**src/rtl/hbd_defs.svh**
```systemverilog
// Constants for the host bus and DMA handshake block
`ifndef HBD_DEFS_SVH
`define HBD_DEFS_SVH

// ----------------------------------------
// Clock and timing
// ----------------------------------------
`define HBD_CLK_NS 20
// Time that the acknowledge is driven high before it floats
`define HBD_ACK_RELEASE_NS 40
`define HBD_ACK_RELEASE_CYC ((`HBD_ACK_RELEASE_NS) / (`HBD_CLK_NS))
// Length of the done pulse on transmit terminal count
`define HBD_DONE_PULSE_NS 100
`define HBD_DONE_PULSE_CYC ((`HBD_DONE_PULSE_NS) / (`HBD_CLK_NS))

// ----------------------------------------
// Widths and reset values
// ----------------------------------------
`define HBD_NCH 2
`define HBD_DW 8
`define HBD_CNT_W 3
`define HBD_PIN_RST 1'h1
`define HBD_DATA_RST 8'h00

`endif

```
**src/rtl/hbd_pkg.sv**
```systemverilog
// Types for the host bus and DMA handshake block
`include "hbd_defs.svh"
package hbd_pkg;

  // Bus cycle states, one-hot
  typedef enum logic [5:0] {
    HBD_IDLE = 6'b00_0001,
    HBD_RD_WAIT = 6'b00_0010,
    HBD_ACK = 6'b00_0100,
    HBD_DMA_WR = 6'b00_1000,
    HBD_DMA_RD = 6'b01_0000,
    HBD_RELEASE = 6'b10_0000
  } hbd_state_t;

  // Kind of cycle in progress
  typedef enum logic [1:0] {
    HBD_K_CPU = 2'h0,
    HBD_K_IACK = 2'h1,
    HBD_K_DMA = 2'h2
  } hbd_kind_t;

  // Host pins as sampled
  typedef struct packed {
    logic chip_select_n;
    logic intr_ack_n;
    logic read;
    logic rx_grant_n;
    logic tx_grant_n;
    logic dma_xfer_complete_n;
    logic transfer_done_n;
    logic [`HBD_DW-1:0] data;
  } hbd_pins_t;

  // Whole block state
  typedef struct packed {
    hbd_pins_t s1;
    hbd_pins_t s2;
    hbd_state_t st;
    hbd_kind_t kind;
    logic [`HBD_CNT_W-1:0] rel_cnt;
    logic ack_n;
    logic ack_oe;
    logic [`HBD_DW-1:0] dout;
    logic dout_oe;
    logic [`HBD_DW-1:0] wdata;
    logic wr_stb;
    logic rd_req;
    logic tx_last;
    logic rx_last_hold;
    logic [`HBD_CNT_W-1:0] done_cnt;
    logic done_n;
    logic done_oe;
    logic [`HBD_NCH-1:0] sync_armed;
    logic [`HBD_NCH-1:0] pin_n;
  } hbd_state_s_t;

endpackage : hbd_pkg

```
**src/rtl/hbd_host_bus_dma_handshake.sv**
```systemverilog
// Host bus acknowledge, DMA handshake, done line and sync/RTS pins
//
// Function
// - The done line is active low and open drain, either side pulls it, in DMA and non-DMA modes.
// - The block pulls done on the last DMA read of the receive queue and on transmit count end.
// - In sync mode the channel pin goes low one bit time after a sync character or flag is seen.
// - In request-to-send mode the channel pin follows the software control bit.
// - On a processor write the acknowledge goes low once the bus data has been captured.
// - On a read or interrupt acknowledge the acknowledge goes low only once data is driven.
// - Processor write data is captured no later than acknowledge assertion or select negation.
// - The acknowledge goes high when select or interrupt acknowledge ends, then floats shortly.
// - Single-address DMA write data is captured on transfer complete or grant negation.
// - In single-address DMA the acknowledge ends on complete or grant negation, then floats.
`timescale 1ns/100ps
`include "hbd_defs.svh"
module hbd_host_bus_dma_handshake (
  input wire logic CLK_SYS,
  input wire logic RESETN,
  input wire logic CHIP_SELECT_N,
  input wire logic INTR_ACK_N,
  input wire logic READ,
  input wire logic RX_DMA_GRANT_N,
  input wire logic TX_DMA_GRANT_N,
  input wire logic DMA_XFER_COMPLETE_N,
  input wire logic TRANSFER_DONE_N_IN,
  input wire logic [`HBD_DW-1:0] DATA_IN,
  input wire logic DMA_SINGLE_ADDR,
  input wire logic [`HBD_DW-1:0] RD_DATA,
  input wire logic RD_VALID,
  input wire logic RX_LAST,
  input wire logic TX_TERM_COUNT,
  input wire logic [`HBD_NCH-1:0] PIN_IS_RTS,
  input wire logic [`HBD_NCH-1:0] RTS_ON,
  input wire logic [`HBD_NCH-1:0] SYNC_SEEN,
  input wire logic [`HBD_NCH-1:0] SYNC_HUNT,
  input wire logic [`HBD_NCH-1:0] BIT_TICK,
  output logic BUS_CYCLE_ACK_N_OUT,
  output logic BUS_CYCLE_ACK_N_OE,
  output logic [`HBD_DW-1:0] DATA_OUT,
  output logic DATA_OE,
  output logic [`HBD_DW-1:0] WR_DATA,
  output logic WR_STROBE,
  output logic RD_REQ,
  output logic IACK_CYCLE,
  output logic TX_LAST_STROBE,
  output logic TRANSFER_DONE_N_OUT,
  output logic TRANSFER_DONE_N_OE,
  output logic [`HBD_NCH-1:0] CHAN_PIN_N
);

  // ----------------------------------------
  // State
  // ----------------------------------------
  hbd_pkg::hbd_state_s_t s_reg;
  hbd_pkg::hbd_state_s_t s_next;
  hbd_pkg::hbd_pins_t pins;

  localparam logic [`HBD_CNT_W-1:0] ACK_REL_CYC = `HBD_CNT_W'(`HBD_ACK_RELEASE_CYC);
  localparam logic [`HBD_CNT_W-1:0] DONE_CYC = `HBD_CNT_W'(`HBD_DONE_PULSE_CYC);
  localparam logic [`HBD_CNT_W-1:0] CNT_ZERO = `HBD_CNT_W'(0);
  localparam logic [`HBD_CNT_W-1:0] CNT_ONE = `HBD_CNT_W'(1);

  // Gather the asynchronous host pins
  always_comb begin
    pins.chip_select_n = CHIP_SELECT_N;
    pins.intr_ack_n = INTR_ACK_N;
    pins.read = READ;
    pins.rx_grant_n = RX_DMA_GRANT_N;
    pins.tx_grant_n = TX_DMA_GRANT_N;
    pins.dma_xfer_complete_n = DMA_XFER_COMPLETE_N;
    pins.transfer_done_n = TRANSFER_DONE_N_IN;
    pins.data = DATA_IN;
  end

  // ----------------------------------------
  // Next state
  // ----------------------------------------
  always_comb begin
    s_next = s_reg;
    // Two-stage synchroniser, only stage two is read below
    s_next.s1 = pins;
    s_next.s2 = s_reg.s1;
    s_next.wr_stb = 1'b0;
    s_next.rd_req = 1'b0;
    s_next.tx_last = 1'b0;

    case (s_reg.st)
      hbd_pkg::HBD_IDLE: begin
        s_next.ack_oe = 1'b0;
        s_next.ack_n = 1'b1;
        s_next.dout_oe = 1'b0;
        if (!s_reg.s2.chip_select_n && !s_reg.s2.read) begin
          // Capture and acknowledge on the same edge
          s_next.wdata = s_reg.s2.data;
          s_next.wr_stb = 1'b1;
          s_next.ack_n = 1'b0;
          s_next.ack_oe = 1'b1;
          s_next.kind = hbd_pkg::HBD_K_CPU;
          s_next.st = hbd_pkg::HBD_ACK;
        end else if (!s_reg.s2.chip_select_n || !s_reg.s2.intr_ack_n) begin
          s_next.rd_req = 1'b1;
          s_next.kind = s_reg.s2.chip_select_n ? hbd_pkg::HBD_K_IACK : hbd_pkg::HBD_K_CPU;
          s_next.st = hbd_pkg::HBD_RD_WAIT;
        end else if (DMA_SINGLE_ADDR && !s_reg.s2.tx_grant_n) begin
          // Transmit grant opens a queue load cycle
          s_next.wdata = s_reg.s2.data;
          s_next.ack_n = 1'b0;
          s_next.ack_oe = 1'b1;
          s_next.kind = hbd_pkg::HBD_K_DMA;
          s_next.st = hbd_pkg::HBD_DMA_WR;
        end else if (DMA_SINGLE_ADDR && !s_reg.s2.rx_grant_n) begin
          s_next.rd_req = 1'b1;
          s_next.kind = hbd_pkg::HBD_K_DMA;
          s_next.st = hbd_pkg::HBD_DMA_RD;
        end
      end
      hbd_pkg::HBD_RD_WAIT: begin
        if (s_reg.kind == hbd_pkg::HBD_K_IACK ? s_reg.s2.intr_ack_n
            : s_reg.s2.chip_select_n) begin
          s_next.st = hbd_pkg::HBD_IDLE; // Cycle abandoned before data
        end else if (RD_VALID) begin
          s_next.dout = RD_DATA;
          s_next.dout_oe = 1'b1;
          s_next.st = hbd_pkg::HBD_ACK; // Data drives one cycle before ack
        end
      end
      hbd_pkg::HBD_DMA_RD: begin
        if (s_reg.s2.rx_grant_n || !s_reg.s2.dma_xfer_complete_n) begin
          s_next.st = hbd_pkg::HBD_IDLE;
        end else if (RD_VALID) begin
          s_next.dout = RD_DATA;
          s_next.dout_oe = 1'b1;
          s_next.rx_last_hold = RX_LAST;
          s_next.st = hbd_pkg::HBD_ACK;
        end
      end
      hbd_pkg::HBD_DMA_WR: begin
        if (!s_reg.s2.dma_xfer_complete_n || s_reg.s2.tx_grant_n) begin
          // Strobe the word sampled before the end, the bus may already be gone
          s_next.wr_stb = 1'b1;
          s_next.tx_last = !s_reg.s2.transfer_done_n;
          s_next.ack_n = 1'b1;
          s_next.rel_cnt = ACK_REL_CYC;
          s_next.st = hbd_pkg::HBD_RELEASE;
        end else begin
          // Follow the bus while the grant holds
          s_next.wdata = s_reg.s2.data;
        end
      end
      hbd_pkg::HBD_ACK: begin
        s_next.ack_n = 1'b0;
        s_next.ack_oe = 1'b1;
        if ((s_reg.kind == hbd_pkg::HBD_K_CPU && s_reg.s2.chip_select_n) ||
            (s_reg.kind == hbd_pkg::HBD_K_IACK && s_reg.s2.intr_ack_n)) begin
          s_next.ack_n = 1'b1;
          s_next.rel_cnt = ACK_REL_CYC;
          s_next.st = hbd_pkg::HBD_RELEASE;
        end else if (s_reg.kind == hbd_pkg::HBD_K_DMA &&
                     (!s_reg.s2.dma_xfer_complete_n || s_reg.s2.rx_grant_n)) begin
          s_next.ack_n = 1'b1;
          s_next.rel_cnt = ACK_REL_CYC;
          s_next.st = hbd_pkg::HBD_RELEASE;
        end
      end
      hbd_pkg::HBD_RELEASE: begin
        // Drive high briefly, then float
        s_next.dout_oe = 1'b0;
        s_next.rx_last_hold = 1'b0;
        if (s_reg.rel_cnt <= CNT_ONE) begin
          s_next.ack_oe = 1'b0;
          // A cycle ended by transfer complete may still hold its grant, so wait it out
          if (s_reg.s2.chip_select_n && s_reg.s2.intr_ack_n &&
              s_reg.s2.tx_grant_n && s_reg.s2.rx_grant_n) begin
            s_next.st = hbd_pkg::HBD_IDLE;
          end
        end else begin
          s_next.rel_cnt = s_reg.rel_cnt - CNT_ONE;
        end
      end
      default: begin
        s_next.st = hbd_pkg::HBD_IDLE;
        s_next.ack_oe = 1'b0;
      end
    endcase

    // Done pulse on transmit terminal count
    if (TX_TERM_COUNT) begin
      s_next.done_cnt = DONE_CYC;
    end else if (s_reg.done_cnt != CNT_ZERO) begin
      s_next.done_cnt = s_reg.done_cnt - CNT_ONE;
    end
    // Open drain: only ever drive low
    s_next.done_oe = s_next.rx_last_hold || (s_next.done_cnt != CNT_ZERO);
    s_next.done_n = !s_next.done_oe;

    // Channel pins: sync detect or request-to-send
    for (int i = 0; i < `HBD_NCH; i++) begin
      if (PIN_IS_RTS[i]) begin
        s_next.sync_armed[i] = 1'b0;
        s_next.pin_n[i] = !RTS_ON[i];
      end else begin
        if (SYNC_SEEN[i]) begin
          s_next.sync_armed[i] = 1'b1;
        end else if (s_reg.sync_armed[i] && BIT_TICK[i]) begin
          s_next.sync_armed[i] = 1'b0;
          s_next.pin_n[i] = 1'b0;
        end
        if (SYNC_HUNT[i]) begin
          s_next.sync_armed[i] = 1'b0;
          s_next.pin_n[i] = 1'b1;
        end
      end
    end
  end

  // ----------------------------------------
  // Registers
  // ----------------------------------------
  always_ff @(posedge CLK_SYS) begin
    if (!RESETN) begin
      s_reg <= '0;
      s_reg.s1 <= '1;
      s_reg.s2 <= '1;
      s_reg.st <= hbd_pkg::HBD_IDLE;
      s_reg.ack_n <= `HBD_PIN_RST;
      s_reg.done_n <= `HBD_PIN_RST;
      s_reg.dout <= `HBD_DATA_RST;
      s_reg.wdata <= `HBD_DATA_RST;
      s_reg.pin_n <= '1;
    end else begin
      s_reg <= s_next;
    end
  end

  // ----------------------------------------
  // Outputs, all straight from flip-flops
  // ----------------------------------------
  assign BUS_CYCLE_ACK_N_OUT = s_reg.ack_n;
  assign BUS_CYCLE_ACK_N_OE = s_reg.ack_oe;
  assign DATA_OUT = s_reg.dout;
  assign DATA_OE = s_reg.dout_oe;
  assign WR_DATA = s_reg.wdata;
  assign WR_STROBE = s_reg.wr_stb;
  assign RD_REQ = s_reg.rd_req;
  assign IACK_CYCLE = s_reg.kind[0]; // Only the acknowledge kind has bit 0 set
  assign TX_LAST_STROBE = s_reg.tx_last;
  assign TRANSFER_DONE_N_OUT = s_reg.done_n;
  assign TRANSFER_DONE_N_OE = s_reg.done_oe;
  assign CHAN_PIN_N = s_reg.pin_n;

endmodule : hbd_host_bus_dma_handshake

```
**config.mk**
```make
export PLATFORM = sky130hd
export DESIGN_NAME = hbd_host_bus_dma_handshake
export DESIGN_NICKNAME = d
export VERILOG_FILES = /design/src/rtl/hbd_pkg.sv /design/src/rtl/hbd_host_bus_dma_handshake.sv
export VERILOG_INCLUDE_DIRS = /design/src /design/src/rtl
export SDC_FILE = /design/constraint.sdc
export NUM_CORES = 1
export LEC_CHECK = 0
export ABC_AREA = 1
export BUFFER_PORTS_ARGS = -buffer_cell sky130_fd_sc_hd__buf_2
export CAP_MARGIN = 30
export CELL_PAD_IN_SITES_DETAIL_PLACEMENT = 1
export CELL_PAD_IN_SITES_GLOBAL_PLACEMENT = 1
export CORE_MARGIN = 2
export CORE_UTILIZATION = 35
export CTS_CLUSTER_SIZE = 16
export DETAILED_ROUTE_END_ITERATION = 7
export GPL_TIMING_DRIVEN = 0
export PLACE_DENSITY = 0.84
export SKIP_LAST_GASP = 1
export SLEW_MARGIN = 20
export SYNTH_ARGS = -nofsm -noshare
export SYNTH_HDL_FRONTEND = slang
export SYNTH_SLANG_ARGS = --single-unit
```
**constraint.sdc**
```tcl
create_clock -name CLK_SYS -period 1.49 [get_ports CLK_SYS]
set_clock_uncertainty 0.05 [all_clocks]
set_input_delay 0 -clock CLK_SYS [delete_from_list [all_inputs] [get_ports CLK_SYS]]
set_output_delay 0 -clock CLK_SYS [all_outputs]
set_load 0.01 [all_outputs]
```
==> reports/metrics.csv, run 1 <==
stage;metric;value;unit
timing;finalSetupTns;-137;ps
timing;drv_slew;0;
power;peakVddDrop;0.581;mV
die;start_util;0.355;
global_routing;gr-usage-all-layers;0.189;
synth;asyncSetResetFlopFracSynth;0;
route;dr.pass1.iters;4;
clock_network;htreeDepth;3;
synth;ys_ff_latch;73;
synth;ys_warn_count;0;
synth;synth_top_area_frac;0.479;
clock_network;cts_root_buf;clkbuf_8;
critical_path;required;1730;ps
global_routing;antenna_found_initial;0;
critical_path;crit_slowest_cell;dfxtp_4;
placement;dpl.hpwl;5690;µm
power;total_power;4600;µW
synth;synthTopCellsByArea;dfxtp_1 48%, nor2_1 7.3%, or2_2 6.2%;
synth;syn_avg_cell_area;8.18;µm²
flow_run;maxCapViolCount;0;
critical_path;rr_worst_depth;6;
route;post_drt_wl_per_cell;15.7;µm
route;first_iter_violations;82;
finish;nets;549;
timing;clock.fmax;649;MHz
critical_path;r2r-end;s_reg[38];
timing;fin_crit;1540;ps
timing;tightest_slew;658;ps
global_routing;grt_max_degree;16;
route;detail-route-antenna-nets;0;
outcome;violations;setup timing;
outcome;status;finished, violations left;
critical_path;regToRegSetupSlack;-50;ps
route;met1Wirelength;3850;µm
global_routing;grt_pass1_wl;14400;µm
die;row_count;34;
route;wl_met3;324;µm
placement;gp_congestion;0.829;
die;ios;66;
clock_network;clkTransAtPathRegs;90;ps
worst_hold_path;hp-class;input port to register;
power;p_leak;0.00199;µW
route;drc;0;
critical_path;worstReg2RegStart;s_reg[39];
finish;layoutNonFillerInstCount;618;
worst_hold_path;min_from;RESETN;
finish;drive_gt1_frac;0.435;
synth;synth_edf_count;0;
synth;yosysSeqAreaShare;0.479;
global_routing;grt_pass1_vias;3087;
timing;maxSlewHeadroom;0.561;
clock_network;clockBufferDepth;2;
synth;yosys.area.top_type;dfxtp_1;
critical_path;path_max_fanout;5;
clock_network;cts_sinks;73;
finish;syn_to_final_growth;44.7;%
placement;port_buffers;65;
synth;synth_flop_cell;dfxtp_1;
synth;netlist_instances;373;
critical_path;path_class;register to register;
route;vias_per_cell;4.76;
timing;rsz0062_at_grt;true;
die;die_w;97.4;µm
critical_path;cp-end-kind;register;
finish;nFillCells;1025;
critical_path;worst_setup_path_start_kind;register;
worst_hold_path;min_path_cells;3;
worst_hold_path;min_to;RD_REQ;
route;top_layer;met4;
critical_path;arrival;1780;ps
critical_path;cpPeakStageDelay;370;ps
synth;yosysMostFrequentCell;dfxtp_1;
timing;setup_viol;6;
timing;hold_viol;0;
route;vias;2940;
clock_network;numCtsBuffers;9;
die;core;0.00859;mm²
route;wl;9720;µm
global_routing;grt.overflow.total;0;
synth;synth_area;0.00305;mm²
synth;syn-num-nets;417;
synth;synth_cell_type_count;37;
synth;synthTopCellsByCount;73 x dfxtp_1, 59 x nor2_1, 45 x nand2_1;
timing;setup_ws;-51.5;ps
power;powerDensity;1040;mW/mm²
clock_network;cts_tree;built;
placement;dp.cells;546;
clock_network;clk_latency;370;ps
finish;diodes;0;
die;chipHeight;97.4;µm
timing;fin_crit_sh;1.03;
critical_path;worstPathCellList;nor2_4 > nand4_1 > buf_4 > nor3_1 > a31oi_1 > nor2_1;
route;route.met2.wl;5340;µm
die;die_area;0.00948;mm²
finish;largest_register_ffs;31;
## layer usage
layer / vias to the layer above / track usage
li1: 1439 / -
met1: 1409 / 0.197
met2: 71 / 0.365
met3: 21 / 0.0424
met4: 0 / 0.0716
met5: - / 0
## kinds of logic after synthesis
logic type / share of synthesized area
buf+inv: 0.102
flops: 0.479
fa+ha+maj: 0.0205
xor+xnor: 0.00574
simple gates: 0.299
compound gates: 0.0939
## metrics by stage
| step | cell area [µm²] | setup WS (ps) | utilization | hold slack, ps |
|---|---|---|---|---|
| 2_1_floorplan | 3050 | 84.8 | - | 56.6 |
| 3_3_place_gp | 3510 | -36.3 | 0.409 | 137 |
| 3_5_place_dp | 3510 | -112 | 0.409 | 139 |
| 4_1_cts | 4170 | -22.4 | 0.485 | 40.0 |
| 5_1_grt | 4410 | -148 | 0.514 | 50.0 |
| 6_report | 4410 | -51.5 | 0.514 | 39.9 |
## how the worst max path moves through the flow
| stage | start | endpoint | cells past startpoint |
|---|---|---|---|
| 4_1_cts | s_reg[6] | TRANSFER_DONE_N_OE | 11 |
| 3_3_place_gp | s_reg[39] | RD_REQ | 3 |
| 2_1_floorplan | s_reg[6] | TRANSFER_DONE_N_OE | 11 |
| 3_5_place_dp | s_reg[6] | TRANSFER_DONE_N_OE | 11 |
| 6_report | s_reg[39] | s_reg[38] | 6 |
| 5_1_grt | s_reg[41] | s_reg[37] | 9 |
## report_power, final
part           switching (µW)  internal, µW
registers                77.6          2060
clock network             848           632
logic                     558           426
total                    1480          3120
## timing repair
item	in CTS	in global routing
cloned	1	1
hold buffers	40	2
setup endpoints to repair	21	32
pin swaps	5	25
setup buffers	3	11
endpoints found under the hold margin	39	2
resized for setup	11	51
## placed cells by master, fill, tap and decap left out, drive strengths merged, types with 4 or more instances in the layout
master / count
ha: 5
dlygate4sd3: 40
nand4: 4
nor2: 68
o21ai: 25
a31oi: 6
clkbuf: 14
or2: 31
inv: 41
a21oi: 12
nor3: 5
nand2: 57
dfxtp: 73
nand3: 16
buf: 99
## area by class of cell
cell class / count / area [µm²] / area share
Timing Repair inverter: 1 / 6.26 / 0.00142
Clock buffer: 9 / 124 / 0.0281
Clock inverter: 7 / 61.3 / 0.0139
Buffer: 25 / 164 / 0.0371
Timing Repair Buffer: 119 / 835 / 0.189
Inverter: 37 / 151 / 0.0343
Multi-Input combinational cell: 239 / 1460 / 0.330
Sequential cell: 73 / 1480 / 0.336
Tap cell: 108 / 135 / 0.0306
## worst max-delay path: cells and delay by family (launching register included)
family,cells,cell delay [ps]
AO/OA/AOI/OAI,1,60
AND/OR/NAND/NOR,4,740
flip-flops,1,370
buffers and inverters,1,240
Note: power is estimated with default switching activity, not from simulation.
==> inputs of run 2 (changes only) <==
--- a/config.mk
+++ b/config.mk
@@ -16,8 +16,8 @@
 export CTS_CLUSTER_SIZE = 16
 export DETAILED_ROUTE_END_ITERATION = 7
 export GPL_TIMING_DRIVEN = 0
+export MAX_ROUTING_LAYER = met4
 export PLACE_DENSITY = 0.84
-export SKIP_LAST_GASP = 1
 export SLEW_MARGIN = 20
 export SYNTH_ARGS = -nofsm -noshare
 export SYNTH_HDL_FRONTEND = slang
==> reports/metrics.csv, run 2 (synthesized netlist as in run 1, its figures left out) <==
stage;metric;value;unit;change
critical_path;crit_buf_inv;0;;-1
timing;rsz0062_at_grt;true;;
clock_network;clkTransAtPathRegs;90;ps;about the same
finish;nets;549;;unchanged
placement;dpl.hpwl;5690;µm;unchanged
timing;setup_ws;-223;ps;-172 ps
finish;drive_gt1_frac;0.441;;+0.00588
global_routing;grt_pass1_wl;14400;µm;about the same
timing;maxSlewHeadroom;0.537;;-0.0237
finish;largest_register_ffs;31;;unchanged
finish;final_cell_mix;67 x buf_2, 61 x dfxtp_1, 54 x nor2_1;;
finish;fin_area;0.00444;mm²;+0.51%
finish;syn_to_final_growth;45.4;%;
worst_hold_path;min_path_cells;3;;unchanged
clock_network;htreeDepth;3;;unchanged
die;row_count;34;;unchanged
clock_network;cts_root_buf;clkbuf_8;;
timing;fin_crit;1710;ps;+172 ps
die;die_w;97.4;µm;unchanged
route;vias;2939;;-0.034%
worst_hold_path;hp-class;input port to register;;
route;route.met2.wl;5310;µm;-0.58%
critical_path;path_delay_family;compound AO/OA/AOI/OAI gates;;
power;powerDensity;1040;mW/mm²;+0.25%
finish;diodes;0;;unchanged
placement;dp_worst_setup_slack;-112;ps;unchanged
global_routing;antenna_found_initial;0;;unchanged
critical_path;cp-end-kind;register;;
route;wl_met3;444;µm;+37%
timing;fin_crit_sh;1.15;;+0.115
critical_path;worstReg2RegStart;s_reg[39];;
critical_path;path_class;register to register;;
power;total_power;4630;µW;+0.76%
clock_network;numCtsBuffers;9;;unchanged
worst_hold_path;min_to;s_reg[37];;
global_routing;grt_pass1_vias;3080;;-0.23%
critical_path;worstPathCellList;nor2_4 > nand4_1 > a2111oi_1;;
finish;nFillCells;1030;;+0.49%
clock_network;clk_latency;370;ps;about the same
route;dr.pass1.iters;6;;+2
route;top_layer;met4;;
worst_hold_path;min_from;RESETN;;
route;drc;0;;unchanged
flow_run;maxCapViolCount;0;;unchanged
critical_path;cpPeakStageDelay;630;ps;+260 ps
timing;tightest_slew;694;ps;+35.6 ps
clock_network;cts_sinks;73;;unchanged
clock_network;cts_tree;built;;
critical_path;arrival;1850;ps;+70 ps
critical_path;r2r-end;RD_REQ;;
critical_path;regToRegSetupSlack;-220;ps;-170 ps
route;detail-route-antenna-nets;0;;unchanged
power;p_leak;0.00199;µW;about the same
finish;final_common_cell;buf_2;;
placement;port_buffers;65;;unchanged
global_routing;gr-usage-all-layers;0.195;;+0.00595
route;wl;9810;µm;+0.95%
timing;hold_viol;0;;unchanged
clock_network;clockBufferDepth;2;;unchanged
route;first_iter_violations;113;;+38%
global_routing;grt_max_degree;16;;unchanged
timing;setup_viol;3;;-3
critical_path;rr_worst_depth;3;;-3
critical_path;required;1630;ps;-100 ps
critical_path;path_max_fanout;5;;unchanged
timing;clock.fmax;584;MHz;-10%
critical_path;crit_slowest_cell;a2111oi_1;;
route;vias_per_cell;4.76;;about the same
outcome;violations;setup timing;;
timing;whs;81.3;ps;+41.3 ps
die;start_util;0.355;;unchanged
placement;place_area;0.00351;mm²;unchanged
die;die_area;0.00948;mm²;unchanged
die;core;0.00859;mm²;unchanged
critical_path;worst_setup_path_start_kind;register;;
route;met1Wirelength;3780;µm;-1.7%
power;peakVddDrop;0.510;mV;-12%
die;chipHeight;97.4;µm;unchanged
route;post_drt_wl_per_cell;15.9;µm;+0.95%
outcome;status;finished, violations left;;
timing;drv_slew;0;;unchanged
global_routing;grt.overflow.total;0;;unchanged
die;ios;66;;unchanged
placement;gp_congestion;0.842;;+1.5%
-- run 2: cell types whose count changed in the layout (fill, tap and decap cells not counted) --
cell / change
buf_4: +1
nand2_2: +2
nor3_4: +1
nand2_1: -2
nor3_1: -1
clkinv_8: +1
inv_4: -1
inv_8: -1
-- run 2: how the worst max path moves through the flow --
stage                                    end  slack [ps]  cells past startpoint       from
final                                 RD_REQ        -220                      3  s_reg[39]
after global routing                  RD_REQ        -180                      3  s_reg[39]
after CTS                 TRANSFER_DONE_N_OE          -3                     11   s_reg[6]
after detailed placement  TRANSFER_DONE_N_OE        -110                     11   s_reg[6]
after global placement                RD_REQ         -40                      3  s_reg[39]
after floorplan           TRANSFER_DONE_N_OE          80                     11   s_reg[6]
-- run 2: stage by stage --
step	utilization	std cells	setup TNS [ps]
2_1_floorplan	-	373	0
3_3_place_gp	0.409	546	-63.7
3_5_place_dp	0.409	546	-469
4_1_cts	0.486	606	-3.90
5_1_grt	0.516	618	-1110
6_report	0.516	618	-280
-- run 2: metal layers --
layer	track usage	up-vias
met5	-	-
li1	-	1437
met3	0.0432	20
met4	0.0716	0
met1	0.199	1396
met2	0.365	86
-- run 2: area by class of cell --
class	instances	area, µm²	share of cell area
clock buffers	9	124	0.0279
well taps	108	135	0.0305
clock inverters	7	61.3	0.0138
flip-flops and latches	73	1480	0.334
repair buffers	120	842	0.190
plain buffers	25	164	0.0369
inverters	37	156	0.0353
multi-input cells	239	1470	0.332
-- run 2: power breakdown --
group	total (µW)	switching [µW]	internal, µW
clock network	1500	864	632
registers	2130	76.3	2060
logic	1000	568	435
-- run 2: tightest hold or removal path: cells and delay by family --
kind	cells	cell delay, ps
buffers and inverters	2	350
AND/OR/NAND/NOR	1	110
-- run 2: timing repair --
item | 4_1_cts | 5_1_grt
resized for setup | 12 | 55
hold buffers | 40 | 2
setup endpoints to repair | 21 | 32
hold endpoints to repair | 39 | 2
pin swaps | 5 | 26
cloned | 1 | 0
setup buffers | 3 | 12
==> inputs of run 3 (changes only) <==
--- a/config.mk
+++ b/config.mk
@@ -11,6 +11,7 @@
 export CAP_MARGIN = 30
 export CELL_PAD_IN_SITES_DETAIL_PLACEMENT = 1
 export CELL_PAD_IN_SITES_GLOBAL_PLACEMENT = 1
+export CORE_ASPECT_RATIO = 1.1
 export CORE_MARGIN = 2
 export CORE_UTILIZATION = 35
 export CTS_CLUSTER_SIZE = 16
==> reports/metrics.csv, run 3 (synthesized netlist as in run 1, its figures left out) <==
stage;metric;value;unit;change
critical_path;crit_slowest_cell;dfxtp_2;;
critical_path;r2r-end;DATA_OUT[2];;
power;peakVddDrop;0.591;mV;+16%
global_routing;grt_max_degree;14;;-2
critical_path;worst_setup_path_start_kind;register;;
route;drc;0;;unchanged
critical_path;regToRegSetupSlack;6;ps;+230 ps
power;net-switching-power;1430;µW;-5.2%
clock_network;clkTransAtPathRegs;90;ps;about the same
die;die_area;0.00948;mm²;about the same
critical_path;path_max_fanout;10;;+5
critical_path;cpPeakStageDelay;350;ps;-280 ps
finish;nFillCells;1019;;-1.1%
critical_path;path_delay_family;simple AND/OR/NAND/NOR gates;;
die;ios;66;;unchanged
timing;setup_viol;0;;-3
critical_path;worstReg2RegStart;s_reg[41];;
power;p_int;3290;µW;+5.2%
placement;port_buffers;65;;unchanged
route;post_drt_wl_per_cell;15.7;µm;-1.1%
route;dr.pass1.iters;4;;-2
critical_path;worstPathCellList;nor2_4 > nand2_1 > nor2_2 > nand2_1 > nand2_4 > nand2_8 > o21ai_1 > nor2_1;;
route;vias_per_cell;4.70;;-1.3%
global_routing;gr-usage-all-layers;0.202;;+0.00710
route;first_iter_violations;141;;+25%
placement;dpl.hpwl;5680;µm;-0.19%
placement;place_area;0.00351;mm²;+0.11%
clock_network;cts_tree;built;;
timing;fin_crit_sh;0.996;;-0.153
finish;final_common_cell;buf_2;;
clock_network;htreeDepth;3;;unchanged
clock_network;cts_root_buf;clkbuf_8;;
outcome;status;complete, no violations;;
finish;syn_to_final_growth;45.1;%;
critical_path;path_class;register to register;;
timing;rsz0062_at_grt;true;;
placement;gp_congestion;0.840;;-0.27%
die;die_w;93.0;µm;-4.5%
placement;dp.cells;549;;+0.55%
timing;maxSlewHeadroom;0.581;;+0.0433
die;row_count;35;;+2.9%
worst_hold_path;min_to;s_reg[41];;
power;clockPowerShare;0.335;;+0.012
critical_path;crit_start;s_reg[41];;
timing;finalSetupTns;0;ps;+280 ps
finish;fin_area;0.00443;mm²;-0.23%
clock_network;clockBufferDepth;2;;unchanged
flow_run;maxCapViolCount;0;;unchanged
global_routing;grt_pass1_wl;14400;µm;+0.15%
power;seqPwrFrac;0.453;;-0.008
route;wl;9770;µm;-0.42%
die;chipHeight;102;µm;+4.7%
power;swShare;0.303;;-0.0223
worst_hold_path;min_path_cells;6;;+3
power;total_power;4720;µW;+1.8%
critical_path;arrival;1700;ps;-150 ps
timing;tightest_slew;629;ps;-64.9 ps
finish;final_cell_mix;67 x buf_2, 59 x dfxtp_1, 54 x nor2_1;;
timing;drv_slew;0;;unchanged
critical_path;required;1710;ps;+80 ps
finish;nets;550;;+0.18%
finish;largest_register_ffs;31;;unchanged
critical_path;rr_worst_depth;8;;+5
timing;clock.fmax;674;MHz;+15%
finish;drive_gt1_frac;0.434;;-0.00673
power;comb_power_share;0.213;;-0.003
die;start_util;0.363;;+0.00782
critical_path;crit_buf_inv;0;;unchanged
route;detail-route-antenna-nets;0;;unchanged
clock_network;cts_sinks;73;;unchanged
worst_hold_path;min_from;RD_VALID;;
global_routing;antenna_found_initial;0;;unchanged
finish;diodes;0;;unchanged
critical_path;cp-end-kind;register;;
worst_hold_path;hp-class;input port to register;;
power;p_leak;0.00199;µW;about the same
global_routing;grt.overflow.total;0;;unchanged
timing;fin_crit;1480;ps;-229 ps
global_routing;grt_pass1_vias;3126;;+1.5%
clock_network;numCtsBuffers;9;;unchanged
timing;whs;1.72;ps;-79.5 ps
power;powerDensity;1070;mW/mm²;+2.0%
critical_path;worst_path_most_repeated_cell;nand2_1;;
clock_network;clk_latency;370;ps;about the same
timing;hold_viol;0;;unchanged
finish;final-seq-area;0.00148;mm²;+0.17%
route;vias;2921;;-0.61%
finish;multi_input_area;0.00145;mm²;-1.9%
die;core;0.00841;mm²;-2.2%
finish;layoutNonFillerInstCount;622;;+0.65%
run 3: cell count changes in the layout (fill, tap and decap cells not counted), moves of 2 or more:
cell      delta
o21ai_0      -2
dfxtp_2      +2
buf_4        +3
nand2_1      +4
nand2_2      -5
dfxtp_1      -2
clkinv_2     +3
o21ai_1      +3
run 3: worst min-delay path: stages:
cell and delay (ps):
buf_2 100, nor2_1 60, nand2_1 60, nand2_1 60, nand3_1 70, nor2_1 40
run 3: layer usage:
metal	track usage	up-vias	part of all wire
met5	-	-	0
met2	0.373	66	0.55
li1	-	1434	-
met1	0.207	1397	0.38
met4	0.0803	0	0.027
met3	0.0479	24	0.044
run 3: power by group through the flow:
stage / Combinational (µW) / Sequential, µW / Clock [µW]
global route: 1100 / 2150 / 1670
CTS: 845 / 2120 / 1570
detailed placement: 682 / 2160 / 0
floorplan: 460 / 2160 / 0
global placement: 649 / 2160 / 0
finish: 1000 / 2140 / 1580
run 3: through the flow:
step                worst slack, ps   util
floorplan                      84.8      -
global placement              -28.8  0.418
detailed placement            -80.1  0.418
CTS                           -38.3  0.499
global route                   -101  0.526
finish                         5.50  0.526
run 3: repair_timing:
action                                  in CTS  in global routing
endpoints found under the setup margin      17                 39
hold endpoints to repair                    38                  1
hold buffers                                40                  1
pin swaps                                    4                 15
resized for setup                            7                 54
buffers inserted                             8                  9
run 3: final cells by class:
| cell class | instances | share of cell area |
|---|---|---|
| repair buffers | 122 | 0.193 |
| clock buffers | 9 | 0.0280 |
| clock inverters | 7 | 0.0155 |
| flip-flops and latches | 73 | 0.335 |
| plain buffers | 25 | 0.0370 |
| multi-input cells | 238 | 0.326 |
| inverters | 37 | 0.0336 |
| well taps | 111 | 0.0314 |
run 3: how the worst max path moves through the flow:
| stage | end | cells after the start |
|---|---|---|
| 3_3_place_gp | TRANSFER_DONE_N_OE | 11 |
| 4_1_cts | TRANSFER_DONE_N_OE | 9 |
| 5_1_grt | DATA_OUT[2] | 8 |
| 3_5_place_dp | TRANSFER_DONE_N_OE | 11 |
| 2_1_floorplan | TRANSFER_DONE_N_OE | 11 |
| 6_report | DATA_OUT[2] | 8 |
